File: config.mk
export PLATFORM = sky130hd
export DESIGN_NAME = usart_sync_slave
export DESIGN_NICKNAME = d
export VERILOG_FILES = /design/src/usart_slave_pkg.sv /design/src/shift_pin_sync.sv /design/src/usart_sync_slave.sv
export VERILOG_INCLUDE_DIRS = /design/src /design/src/src
export SDC_FILE = /design/constraint.sdc
export NUM_CORES = 1
export LEC_CHECK = 0
export ABC_AREA = 0
export CAP_MARGIN = 40
export CORE_MARGIN = 5
export CORE_UTILIZATION = 40
export CTS_BUF_LIST = sky130_fd_sc_hd__clkbuf_8
export CTS_CLUSTER_DIAMETER = 40
export DETAILED_ROUTE_END_ITERATION = 8
export DONT_BUFFER_PORTS = 1
export GPL_TIMING_DRIVEN = 0
export MAX_ROUTING_LAYER = met4
export PLACE_DENSITY = 0.64
export SLEW_MARGIN = 20
export SYNTH_ARGS = -nofsm -noshare
export SYNTH_HDL_FRONTEND = slang
export SYNTH_SLANG_ARGS = --single-unit
File: constraint.sdc
create_clock -name clk -period 2.05 [get_ports clk]
set_clock_uncertainty 0.05 [all_clocks]
set_input_delay 0.3075 -clock clk [delete_from_list [all_inputs] [get_ports clk]]
set_output_delay 0.3075 -clock clk [all_outputs]
set_load 0.005 [all_outputs]
File: src/usart_slave_cfg.svh
// Register map, field positions and reset values of the synchronous slave serial port
`ifndef USART_SLAVE_CFG_SVH
`define USART_SLAVE_CFG_SVH

`define IDX_INT_FLAGS 8'h0c
`define IDX_RX_CONTROL 8'h18
`define IDX_TX_BUFFER 8'h19
`define IDX_RX_BUFFER 8'h1a
`define IDX_INT_ENABLES 8'h8c
`define IDX_TX_CONTROL 8'h98
`define IDX_BIT_RATE 8'h99

`define RECEIVE_COMPLETE_FLAG_BIT 5
`define TRANSMIT_BUFFER_EMPTY_FLAG_BIT 4
`define RECEIVE_INTERRUPT_ENABLE_BIT 5
`define TRANSMIT_INTERRUPT_ENABLE_BIT 4
`define SHIFT_REGISTER_EMPTY_BIT 1

`define INT_ENABLES_RESET 8'h00
`define BIT_RATE_RESET 8'h00
`define TX_BUFFER_RESET 8'h00
`define RX_BUFFER_RESET 8'h00
`define TX_CONTROL_RESET 6'h00
`define RX_CONTROL_RESET 5'h00

`define WORD_BITS_8 4'h8
`define WORD_BITS_9 4'h9

`endif

File: src/usart_slave_pkg.sv
// Types shared by the synchronous slave serial port
package usart_slave_pkg;

    typedef struct packed {
        logic psel;
        logic penable;
        logic pwrite;
        logic [11:0] paddr;
        logic [31:0] pwdata;
    } apb_req_type;

    typedef struct packed {
        logic clockSource;
        logic nineBitTx;
        logic txEnable;
        logic syncMode;
        logic highSpeed;
        logic ninthTxBit;
    } tx_ctrl_type;

    typedef struct packed {
        logic portEnable;
        logic nineBitRx;
        logic singleRx;
        logic contRx;
        logic addrDetect;
    } rx_ctrl_type;

    typedef enum logic [1:0] {
        TX_IDLE = 2'b01,
        TX_SHIFT = 2'b10
    } tx_state_type;

    typedef enum logic [2:0] {
        RX_IDLE = 3'b001,
        RX_SHIFT = 3'b010,
        RX_STALL = 3'b100
    } rx_state_type;

endpackage

File: src/shift_pin_sync.sv
// Two-stage synchronisers for the link pins and shift clock edge detection
`timescale 1ns/1ps
module shift_pin_sync (
    input wire logic clk,
    input wire logic rst_n,
    input wire logic shiftClockPin,
    input wire logic serialDataIn,
    output logic shiftRise,
    output logic shiftFall,
    output logic dataSync
);
    logic [1:0] stage1Reg;
    logic [1:0] stage2Reg;
    logic clockDelayedReg;

    // Only stage2 reads stage1
    always_ff @(posedge clk or negedge rst_n) begin
        if (!rst_n) begin
            stage1Reg <= 2'h0;
            stage2Reg <= 2'h0;
            clockDelayedReg <= 1'b0;
        end else begin
            stage1Reg <= {serialDataIn, shiftClockPin};
            stage2Reg <= stage1Reg;
            clockDelayedReg <= stage2Reg[0];
        end
    end

    assign shiftRise = stage2Reg[0] & ~clockDelayedReg;
    assign shiftFall = ~stage2Reg[0] & clockDelayedReg;
    assign dataSync = stage2Reg[1];
endmodule

File: src/usart_sync_slave.sv
// Synchronous slave serial port with APB register access
//
// The APB interface to the registers was left to the implementer.
`timescale 1ns/1ps
`include "usart_slave_cfg.svh"
module usart_sync_slave (
    input wire logic clk,
    input wire logic rst_n,
    input wire usart_slave_pkg::apb_req_type apbReq,
    output logic [31:0] prdata,
    output logic pready,
    output logic pslverr,
    input wire logic shiftClockPin,
    input wire logic serialDataIn,
    output logic serialDataOut,
    output logic serialDataOe,
    output logic wakeRequest
);
    import usart_slave_pkg::*;

    logic shiftRise;
    logic shiftFall;
    logic dataSync;

    tx_ctrl_type txCtrlReg;
    rx_ctrl_type rxCtrlReg;
    logic [7:0] intEnableReg;
    logic [7:0] bitRateReg;
    logic [7:0] txBufferReg;
    logic [7:0] rxBufferReg;
    logic txFullReg;
    logic txFlagReg;
    logic rxFlagReg;
    logic rxNinthReg;
    logic overrunReg;
    tx_state_type txStateReg;
    logic [8:0] tsrReg;
    logic [3:0] txCountReg;
    rx_state_type rxStateReg;
    logic [8:0] rsrReg;
    logic [3:0] rxCountReg;
    logic dataOeReg;
    logic wakeReg;
    logic preadyReg;
    logic pslverrReg;
    logic [31:0] prdataReg;

    logic [7:0] readValue;
    logic addrHit;
    logic [7:0] regIndex;
    logic setupPhase;
    logic accessDone;
    logic wrDone;
    logic rdDone;
    logic wrTxBuffer;
    logic rdRxBuffer;
    logic portActive;
    logic txLoad;
    logic txLastBit;
    logic [8:0] rxShifted;
    logic [3:0] rxLength;
    logic rxDone;

    shift_pin_sync u_pin_sync (
        .clk(clk),
        .rst_n(rst_n),
        .shiftClockPin(shiftClockPin),
        .serialDataIn(serialDataIn),
        .shiftRise(shiftRise),
        .shiftFall(shiftFall),
        .dataSync(dataSync)
    );

    // Bus decode
    assign regIndex = apbReq.paddr[9:2];
    assign setupPhase = apbReq.psel & ~apbReq.penable;
    assign accessDone = apbReq.psel & apbReq.penable & preadyReg;
    assign wrDone = accessDone & apbReq.pwrite & ~pslverrReg;
    assign rdDone = accessDone & ~apbReq.pwrite & ~pslverrReg;
    assign wrTxBuffer = wrDone & (regIndex == `IDX_TX_BUFFER);
    assign rdRxBuffer = rdDone & (regIndex == `IDX_RX_BUFFER);

    always_comb begin
        readValue = 8'h00;
        addrHit = (apbReq.paddr[1:0] == 2'h0) && (apbReq.paddr[11:10] == 2'h0);
        case (regIndex)
            `IDX_INT_FLAGS: begin
                readValue[`RECEIVE_COMPLETE_FLAG_BIT] = rxFlagReg;
                readValue[`TRANSMIT_BUFFER_EMPTY_FLAG_BIT] = txFlagReg;
            end
            `IDX_RX_CONTROL: begin
                // Framing errors cannot occur in synchronous mode; bit 2 reads zero
                readValue = {rxCtrlReg, 1'b0, overrunReg, rxNinthReg};
            end
            `IDX_TX_BUFFER: begin
                readValue = txBufferReg;
            end
            `IDX_RX_BUFFER: begin
                readValue = rxBufferReg;
            end
            `IDX_INT_ENABLES: begin
                readValue = intEnableReg;
            end
            `IDX_TX_CONTROL: begin
                readValue = {txCtrlReg.clockSource, txCtrlReg.nineBitTx, txCtrlReg.txEnable,
                             txCtrlReg.syncMode, 1'b0, txCtrlReg.highSpeed,
                             txStateReg == TX_IDLE, txCtrlReg.ninthTxBit};
            end
            `IDX_BIT_RATE: begin
                readValue = bitRateReg;
            end
            default: begin
                addrHit = 1'b0;
            end
        endcase
    end

    // Answer in the access cycle that follows every setup cycle
    always_ff @(posedge clk or negedge rst_n) begin
        if (!rst_n) begin
            preadyReg <= 1'b0;
            pslverrReg <= 1'b0;
            prdataReg <= 32'h0000_0000;
        end else begin
            preadyReg <= setupPhase;
            pslverrReg <= setupPhase & ~addrHit;
            if (setupPhase) begin
                prdataReg <= {24'h00_0000, readValue};
            end
        end
    end

    // Software-written configuration
    always_ff @(posedge clk or negedge rst_n) begin
        if (!rst_n) begin
            txCtrlReg <= `TX_CONTROL_RESET;
            rxCtrlReg <= `RX_CONTROL_RESET;
            intEnableReg <= `INT_ENABLES_RESET;
            bitRateReg <= `BIT_RATE_RESET;
        end else if (wrDone) begin
            case (regIndex)
                `IDX_TX_CONTROL: begin
                    txCtrlReg <= {apbReq.pwdata[7:4], apbReq.pwdata[2], apbReq.pwdata[0]};
                end
                `IDX_RX_CONTROL: begin
                    rxCtrlReg <= apbReq.pwdata[7:3];
                end
                `IDX_INT_ENABLES: begin
                    intEnableReg <= apbReq.pwdata[7:0];
                end
                `IDX_BIT_RATE: begin
                    bitRateReg <= apbReq.pwdata[7:0];
                end
                default: begin
                end
            endcase
        end
    end

    // Slave mode only while clock source select is clear
    assign portActive = rxCtrlReg.portEnable & txCtrlReg.syncMode & ~txCtrlReg.clockSource;

    // Transmit buffer
    always_ff @(posedge clk or negedge rst_n) begin
        if (!rst_n) begin
            txBufferReg <= `TX_BUFFER_RESET;
        end else if (wrTxBuffer) begin
            txBufferReg <= apbReq.pwdata[7:0];
        end
    end

    // A word waits in the buffer until the shift register is free and reception is off
    assign txLoad = (txStateReg == TX_IDLE) & portActive & txCtrlReg.txEnable & txFullReg
                    & ~rxCtrlReg.contRx;

    always_ff @(posedge clk or negedge rst_n) begin
        if (!rst_n) begin
            txFullReg <= 1'b0;
            txFlagReg <= 1'b0;
        end else begin
            if (wrTxBuffer) begin
                txFullReg <= 1'b1;
                txFlagReg <= 1'b0;
            end else if (txLoad) begin
                txFullReg <= 1'b0;
                txFlagReg <= 1'b1;
            end
        end
    end

    assign txLastBit = (txCountReg == 4'h1);

    // Transmit shifter: bit advances on the falling edge after the partner samples it on the rising edge
    always_ff @(posedge clk or negedge rst_n) begin
        if (!rst_n) begin
            txStateReg <= TX_IDLE;
            tsrReg <= 9'h000;
            txCountReg <= 4'h0;
        end else begin
            case (txStateReg)
                TX_IDLE: begin
                    if (txLoad) begin
                        tsrReg <= {txCtrlReg.ninthTxBit, txBufferReg};
                        txCountReg <= txCtrlReg.nineBitTx ? `WORD_BITS_9 : `WORD_BITS_8;
                        txStateReg <= TX_SHIFT;
                    end
                end
                TX_SHIFT: begin
                    if (!portActive || !txCtrlReg.txEnable) begin
                        txStateReg <= TX_IDLE;
                        txCountReg <= 4'h0;
                    end else if (shiftFall) begin
                        tsrReg <= {1'b0, tsrReg[8:1]};
                        txCountReg <= txCountReg - 4'h1;
                        if (txLastBit) begin
                            txStateReg <= TX_IDLE;
                        end
                    end
                end
                default: begin
                    txStateReg <= TX_IDLE;
                end
            endcase
        end
    end

    // Only the data pin is driven; the clock pin stays an input
    always_ff @(posedge clk or negedge rst_n) begin
        if (!rst_n) begin
            dataOeReg <= 1'b0;
        end else begin
            dataOeReg <= portActive & txCtrlReg.txEnable & ~rxCtrlReg.contRx;
        end
    end

    // Receive path; single receive enable plays no part
    assign rxShifted = {dataSync, rsrReg[8:1]};
    assign rxLength = rxCtrlReg.nineBitRx ? `WORD_BITS_9 : `WORD_BITS_8;
    assign rxDone = (rxStateReg == RX_SHIFT) & shiftFall & (rxCountReg == rxLength - 4'h1);

    always_ff @(posedge clk or negedge rst_n) begin
        if (!rst_n) begin
            rxStateReg <= RX_IDLE;
            rsrReg <= 9'h000;
            rxCountReg <= 4'h0;
            overrunReg <= 1'b0;
        end else begin
            case (rxStateReg)
                RX_IDLE: begin
                    overrunReg <= 1'b0;
                    rxCountReg <= 4'h0;
                    if (portActive && rxCtrlReg.contRx && txStateReg == TX_IDLE) begin
                        rxStateReg <= RX_SHIFT;
                    end
                end
                RX_SHIFT: begin
                    if (!portActive || !rxCtrlReg.contRx) begin
                        rxStateReg <= RX_IDLE;
                    end else if (shiftFall) begin
                        rsrReg <= rxShifted;
                        rxCountReg <= rxCountReg + 4'h1;
                        if (rxDone) begin
                            rxCountReg <= 4'h0;
                            if (rxFlagReg && !rdRxBuffer) begin
                                overrunReg <= 1'b1;
                                rxStateReg <= RX_STALL;
                            end
                        end
                    end
                end
                RX_STALL: begin
                    if (!rxCtrlReg.contRx) begin
                        rxStateReg <= RX_IDLE;
                    end
                end
                default: begin
                    rxStateReg <= RX_IDLE;
                end
            endcase
        end
    end

    // Receive buffer and complete flag; a new word wins over a clearing read
    always_ff @(posedge clk or negedge rst_n) begin
        if (!rst_n) begin
            rxBufferReg <= `RX_BUFFER_RESET;
            rxNinthReg <= 1'b0;
            rxFlagReg <= 1'b0;
        end else begin
            if (rxDone && portActive && rxCtrlReg.contRx && (!rxFlagReg || rdRxBuffer)) begin
                rxBufferReg <= rxCtrlReg.nineBitRx ? rxShifted[7:0] : rxShifted[8:1];
                rxNinthReg <= rxCtrlReg.nineBitRx & rxShifted[8];
                rxFlagReg <= 1'b1;
            end else if (rdRxBuffer) begin
                rxFlagReg <= 1'b0;
            end
        end
    end

    // Wake request for the core's interrupt logic
    always_ff @(posedge clk or negedge rst_n) begin
        if (!rst_n) begin
            wakeReg <= 1'b0;
        end else begin
            wakeReg <= (txFlagReg & intEnableReg[`TRANSMIT_INTERRUPT_ENABLE_BIT])
                       | (rxFlagReg & intEnableReg[`RECEIVE_INTERRUPT_ENABLE_BIT]);
        end
    end

    assign prdata = prdataReg;
    assign pready = preadyReg;
    assign pslverr = pslverrReg;
    assign serialDataOut = tsrReg[0];
    assign serialDataOe = dataOeReg;
    assign wakeRequest = wakeReg;
endmodule

; Yosys cells after proc, flatten, opt, wreduce, memory -nomap -nowiden
; Cells that the tools add are included.
[classes]
addsub = 3
multipliers = 0
n_div = 0
magnitude_cmp = 0
n_eq_ne = 28
n_shift = 0
mux = 42
bitwise_logic = 33
n_reduce_logical = 33
[ops]
columns = operator, count
row1 = two-way mux 9 bit, 3
row2 = bitwise AND 1 bit, 24
row3 = "== test 8 x 5 -> 1 bit, second input constant", 3
row4 = "== test 8 bit, second input constant", 3
row5 = two-way mux 4 bit, 6
row6 = one-hot mux 4 bit (6 select lines), 1
row7 = two-way mux 3 bit, 6
row8 = one-hot mux 9 bit (2 select lines), 1
row9 = "inequality test 2 bit, second input constant", 8
row10 = one-hot mux 4 bit (2 select lines), 2
row11 = one-hot mux 2 bit (7 select lines), 1
row12 = two-way mux 1 bit, 13
row13 = one-hot mux 2 bit (6 select lines), 1
row14 = AND reduction 3 bit, 4
row15 = AND reduction 5 bit, 2
row16 = one-hot mux 3 bit (3 select lines), 1
row17 = "== test 8 x 4 -> 1 bit, second input constant", 1
row18 = two-way mux 2 bit, 4
row19 = two-way mux 8 bit, 1
row20 = inverter 1 bit, 8
row21 = AND reduction 2 bit, 4
row22 = nonzero test 2 bit, 4
row23 = "subtractor 4 x 1 -> 4 bit, second input constant", 2
row24 = logical AND 1 bit, 7
row25 = other kinds (20), 29
[word_totals]
reg_bits = 96
latch_bits = 0
mem_bits_rw = 0
romBits = 0
inputBits = 51
output_inout_bits = 37
elab_cells = 173
n_memories = 0

; Logic depth before layout (Yosys ltp)
[logic_depth]
depth_word = 12
mapped_depth = 7

; Hierarchy
; Synthesis repeated with hierarchy kept, for this count alone.
[unflattened]
cells_unflattened = 408
hier_area_um2 = 4734.5
[modules_own_cells]
columns = mod, n_inst, cells_each, area_per_inst_um2, seq_area_each_um2
row1 = usart_sync_slave, 1, 401, 4594.4, 2254.7
row2 = shift_pin_sync, 1, 7, 140.1, 125.1

; Least setup slack after synthesis
; OpenSTA, ideal clock, no wires.
[synth_timing]
kind = in2reg
from = in apbReq[41] (netlist bit)
to = reg rxBufferReg[7]
arrival_ns = 1.813
t_required_ns = 1.881
slack_ns = 0.068
stages = 7
path_buffers = 2
cell_sequence = buf_6 -> or4b_4 -> o41ai_4 -> nand3_4 -> buf_6 -> nand2_1 -> o21ai_2
[synth_via]
elab_chain_cells = 4
[synth_rtl]
columns = item, line
row1 = start: declaration, usart_sync_slave.sv:9  ; input wire usart_slave_pkg::apb_req_type apbReq,
row2 = == test 8 x 5 -> 1 bit, -
row3 = bitwise AND 1 bit, usart_sync_slave.sv:81  ; assign rdRxBuffer = rdDone & (regIndex == `IDX_RX_BUFFER);
row4 = logical OR 1 bit, usart_sync_slave.sv:290  ; if (rxDone && portActive && rxCtrlReg.contRx && (!rxFlagReg || rdRxBuffer)) begin
row5 = logical AND 1 bit, usart_sync_slave.sv:290
row6 = end signal: assignment, usart_sync_slave.sv:286  ; rxBufferReg <= `RX_BUFFER_RESET;
row7 = end signal: assignment, usart_sync_slave.sv:291  ; rxBufferReg <= rxCtrlReg.nineBitRx ? rxShifted[7:0] : rxShifted[8:1];
row8 = end: declaration, usart_sync_slave.sv:30  ; logic [7:0] rxBufferReg;
; Every way passes these cells.
; A chain may end at the register's enable or synchronous reset.

; Worst setup path in the final report
[layout_timing]
from = reg pslverrReg, in the netlist pslverr
to = reg rxCtrlReg[1] (netlist bit)
[layout_via]
elab_chain_cells = 3
[layout_rtl]
columns = item, line
row1 = start: declaration, usart_sync_slave.sv:45  ; logic pslverrReg;
row2 = start signal: assignment, usart_sync_slave.sv:126  ; pslverrReg <= setupPhase & ~addrHit;
row3 = inverter 1 bit, usart_sync_slave.sv:78  ; assign wrDone = accessDone & apbReq.pwrite & ~pslverrReg;
row4 = bitwise AND 1 bit, usart_sync_slave.sv:78
row5 = AND reduction 2 bit (no source line), -
row6 = end signal: assignment, usart_sync_slave.sv:137  ; rxCtrlReg <= `RX_CONTROL_RESET;
row7 = end signal: assignment, usart_sync_slave.sv:146  ; rxCtrlReg <= apbReq.pwdata[7:3];
row8 = end: declaration, usart_sync_slave.sv:26  ; rx_ctrl_type rxCtrlReg;
; Every way passes these cells.

==> flow_summary.toml <==
[status]
status = "finished, violations left"
violations = "hold timing"

[sta]
hold_ws_ps = -423
fin_ws_ps = 81.7
final-hold-violation-count = 95
setup_viol = 0
final_max_slew_viol_count = 0
post-route-min-period_ps = 1970
fmax_mhz = 508
worst_pin_slew_ps = 673
rsz0062_at_grt = "false"
fin_crit_sh = 0.960
slew_headroom = 0.551

[route]
wl_met3_um = 709
drtIter0Drc = 153
via_per_inst = 5.33
wl_met1_mm = 4.76
wl_mm = 10.8
dr.pass1.iters = 4
top_layer_used = "met4"
vias = 3239
wl_per_cell_um = 17.7
routed-wl-met2_mm = 5.11
drcViolationCount = 0
antenna_left = 0

[synth]
synth_cell_types = 57
synth_flop_cell = "dfrtp_1"
yosys_warnings = 0
ys_ff_latch = 95
netlist_area_um2 = 4680
syn-instance-count = 418
async_reset_ff_frac = 1.00
synth-edff-count = 0
syn_avg_cell_area_um2 = 11.2
seq_area_frac_synth = 0.509

[worst_setup_path]
path_class = "reg -> reg"
r2r_setup_slack_ps = 80
startpoint_type = "flip-flop"
crit_fanout = 5
cp-end-kind = "flip-flop"
required_ps = 2260
worstPathArrival_ps = 2180

[clocking]
htree_levels = 3
clock-sinks = 95
cts.path.max_buffers = 2
cts_root_buf = "clkbuf_8"
cts_hold_buffers = 2
clk_latency_ps = 370
cts_buffers = 9
clkTransAtPathRegs_ps = 90
cts_tree = "yes"

[final_layout]
final_common_cell = "dfrtp_1"
n_antenna_cell = 0
stdcell_area_um2 = 5260
areaGrowthSynthToFinish_pct = 12.5
layout_common_cells = "92 x dfrtp_1, 50 x mux2_2, 47 x nand2_1"
stdcell_count = 608
fin_util = 0.461
drive_gt1_frac = 0.247
nFillCells = 1058
final_nets = 514

[grt]
antenna_found_initial = 0
grt_max_degree = 96
grt_pass1_wl_mm = 17.7
grt_use_total = 0.162
gr-total-overflow = 0
first_global_vias = 3220

[floorplan]
start_util = 0.410
chipWidth_um = 118
io_pins = 88
core_um2 = 11400
dieHeight_um = 118
dieArea_um2 = 14000
rows = 39

[place]
post-place-cells = 585
place_congestion = 0.847
dp_hpwl_mm = 7.90
dp_slack_ps = -590
placed_area_um2 = 4950
port_buffers = 0

[power_and_ir_drop]
powerDensity_nw_per_um2 = 650
ir_worst_vdd_uv = 467
leakage_nw = 2.42

[flow_run]
maxCapViolations = 0

[hold_path]
min_path_type = "in -> async"
path summary, 6_finish.rpt:
path,start,to,cells after the start
max in group asynchronous,rst_n,rxStateReg[0],0
min in group clk,apbReq[0],txCtrlReg[0],1
max reg2reg,pslverr,rxCtrlReg[1],4
min reg2reg,u_pin_sync.stage1Reg[1],u_pin_sync.stage2Reg[1],0
max,pslverr,rxCtrlReg[1],4
min,rst_n,u_pin_sync.stage1Reg[1],0
synthesized netlist by cell type, drive strengths merged (7+ instances only):
cell	instances	share of area
a21oi	8	0.0086
buf	29	0.046
clkbuf	13	0.010
dfrtp	93	0.50
mux2	50	0.12
mux2i	24	0.051
nand2	48	0.039
nand2b	7	0.0094
nand3	11	0.014
nor2	14	0.011
nor2b	7	0.0094
o21ai	38	0.041
layout make-up:
| class | instances | area, um^2 | area share |
|---|---|---|---|
| Clock buffer | 9 | 124 | 0.0235 |
| Inverter | 6 | 22.5 | 0.00428 |
| Tap cell | 143 | 179 | 0.0340 |
| Multi-Input combinational cell | 298 | 2120 | 0.404 |
| Buffer | 42 | 268 | 0.0509 |
| Clock inverter | 7 | 101 | 0.0193 |
| Sequential cell | 95 | 2380 | 0.453 |
| Timing Repair Buffer | 8 | 61.3 | 0.0117 |
worst max-delay path, stage by stage (launching register included):
cell and delay, ps:
dfrtp_1 400, nand4b_1 290, nor2_1 360, nand3_1 370
mux2_2 390
metrics by stage:
stage | TNS [ps] | total power, mW
after floorplan | 0 | 2.02
after global placement | -13520 | 2.04
after detailed placement | -13950 | 2.04
after CTS | 0 | 3.45
after global routing | 0 | 3.54
final | 0 | 3.42
timing repair:
action                                  CTS  global route
hold endpoints to repair                 97            95
buffers inserted                          2             3
gates cloned                              0             0
resized for setup                         5             5
pin swaps                                 0             3
endpoints found under the setup margin   32            37
flip-flops by register name, indices dropped and copies added, names as in the netlist, 2 cells and up:
signal                cells
bitRateReg                8
intEnableReg              8
prdata                    8
rsrReg                    8
rxBufferReg               8
rxCountReg                4
rxCtrlReg                 5
rxStateReg                3
tsrReg                    9
txBufferReg               8
txCountReg                4
txCtrlReg                 6
txStateReg                2
u_pin_sync.stage1Reg      2
u_pin_sync.stage2Reg      2
routing by layer:
metal / track usage / up-vias
li1: - / 1551
met1: 0.207 / 1588
met2: 0.251 / 88
met3: 0.0458 / 12
met4: 0.0495 / 0
met5: - / -
cells by family after synthesis:
family | synth area share
simple gates | 0.139
flops | 0.509
compound gates | 0.108
mux | 0.172
buf+inv | 0.0615
fa+ha+maj | 0.00803
other cells | 0.000802
xor+xnor | 0.00187
power by group:
part / switching [mW] / internal [mW]
Combinational: 0.0620 / 0.0606
Clock: 0.709 / 0.700
Sequential: 0.00706 / 1.88
No activity file was read; power rests on OpenSTA's default activity.
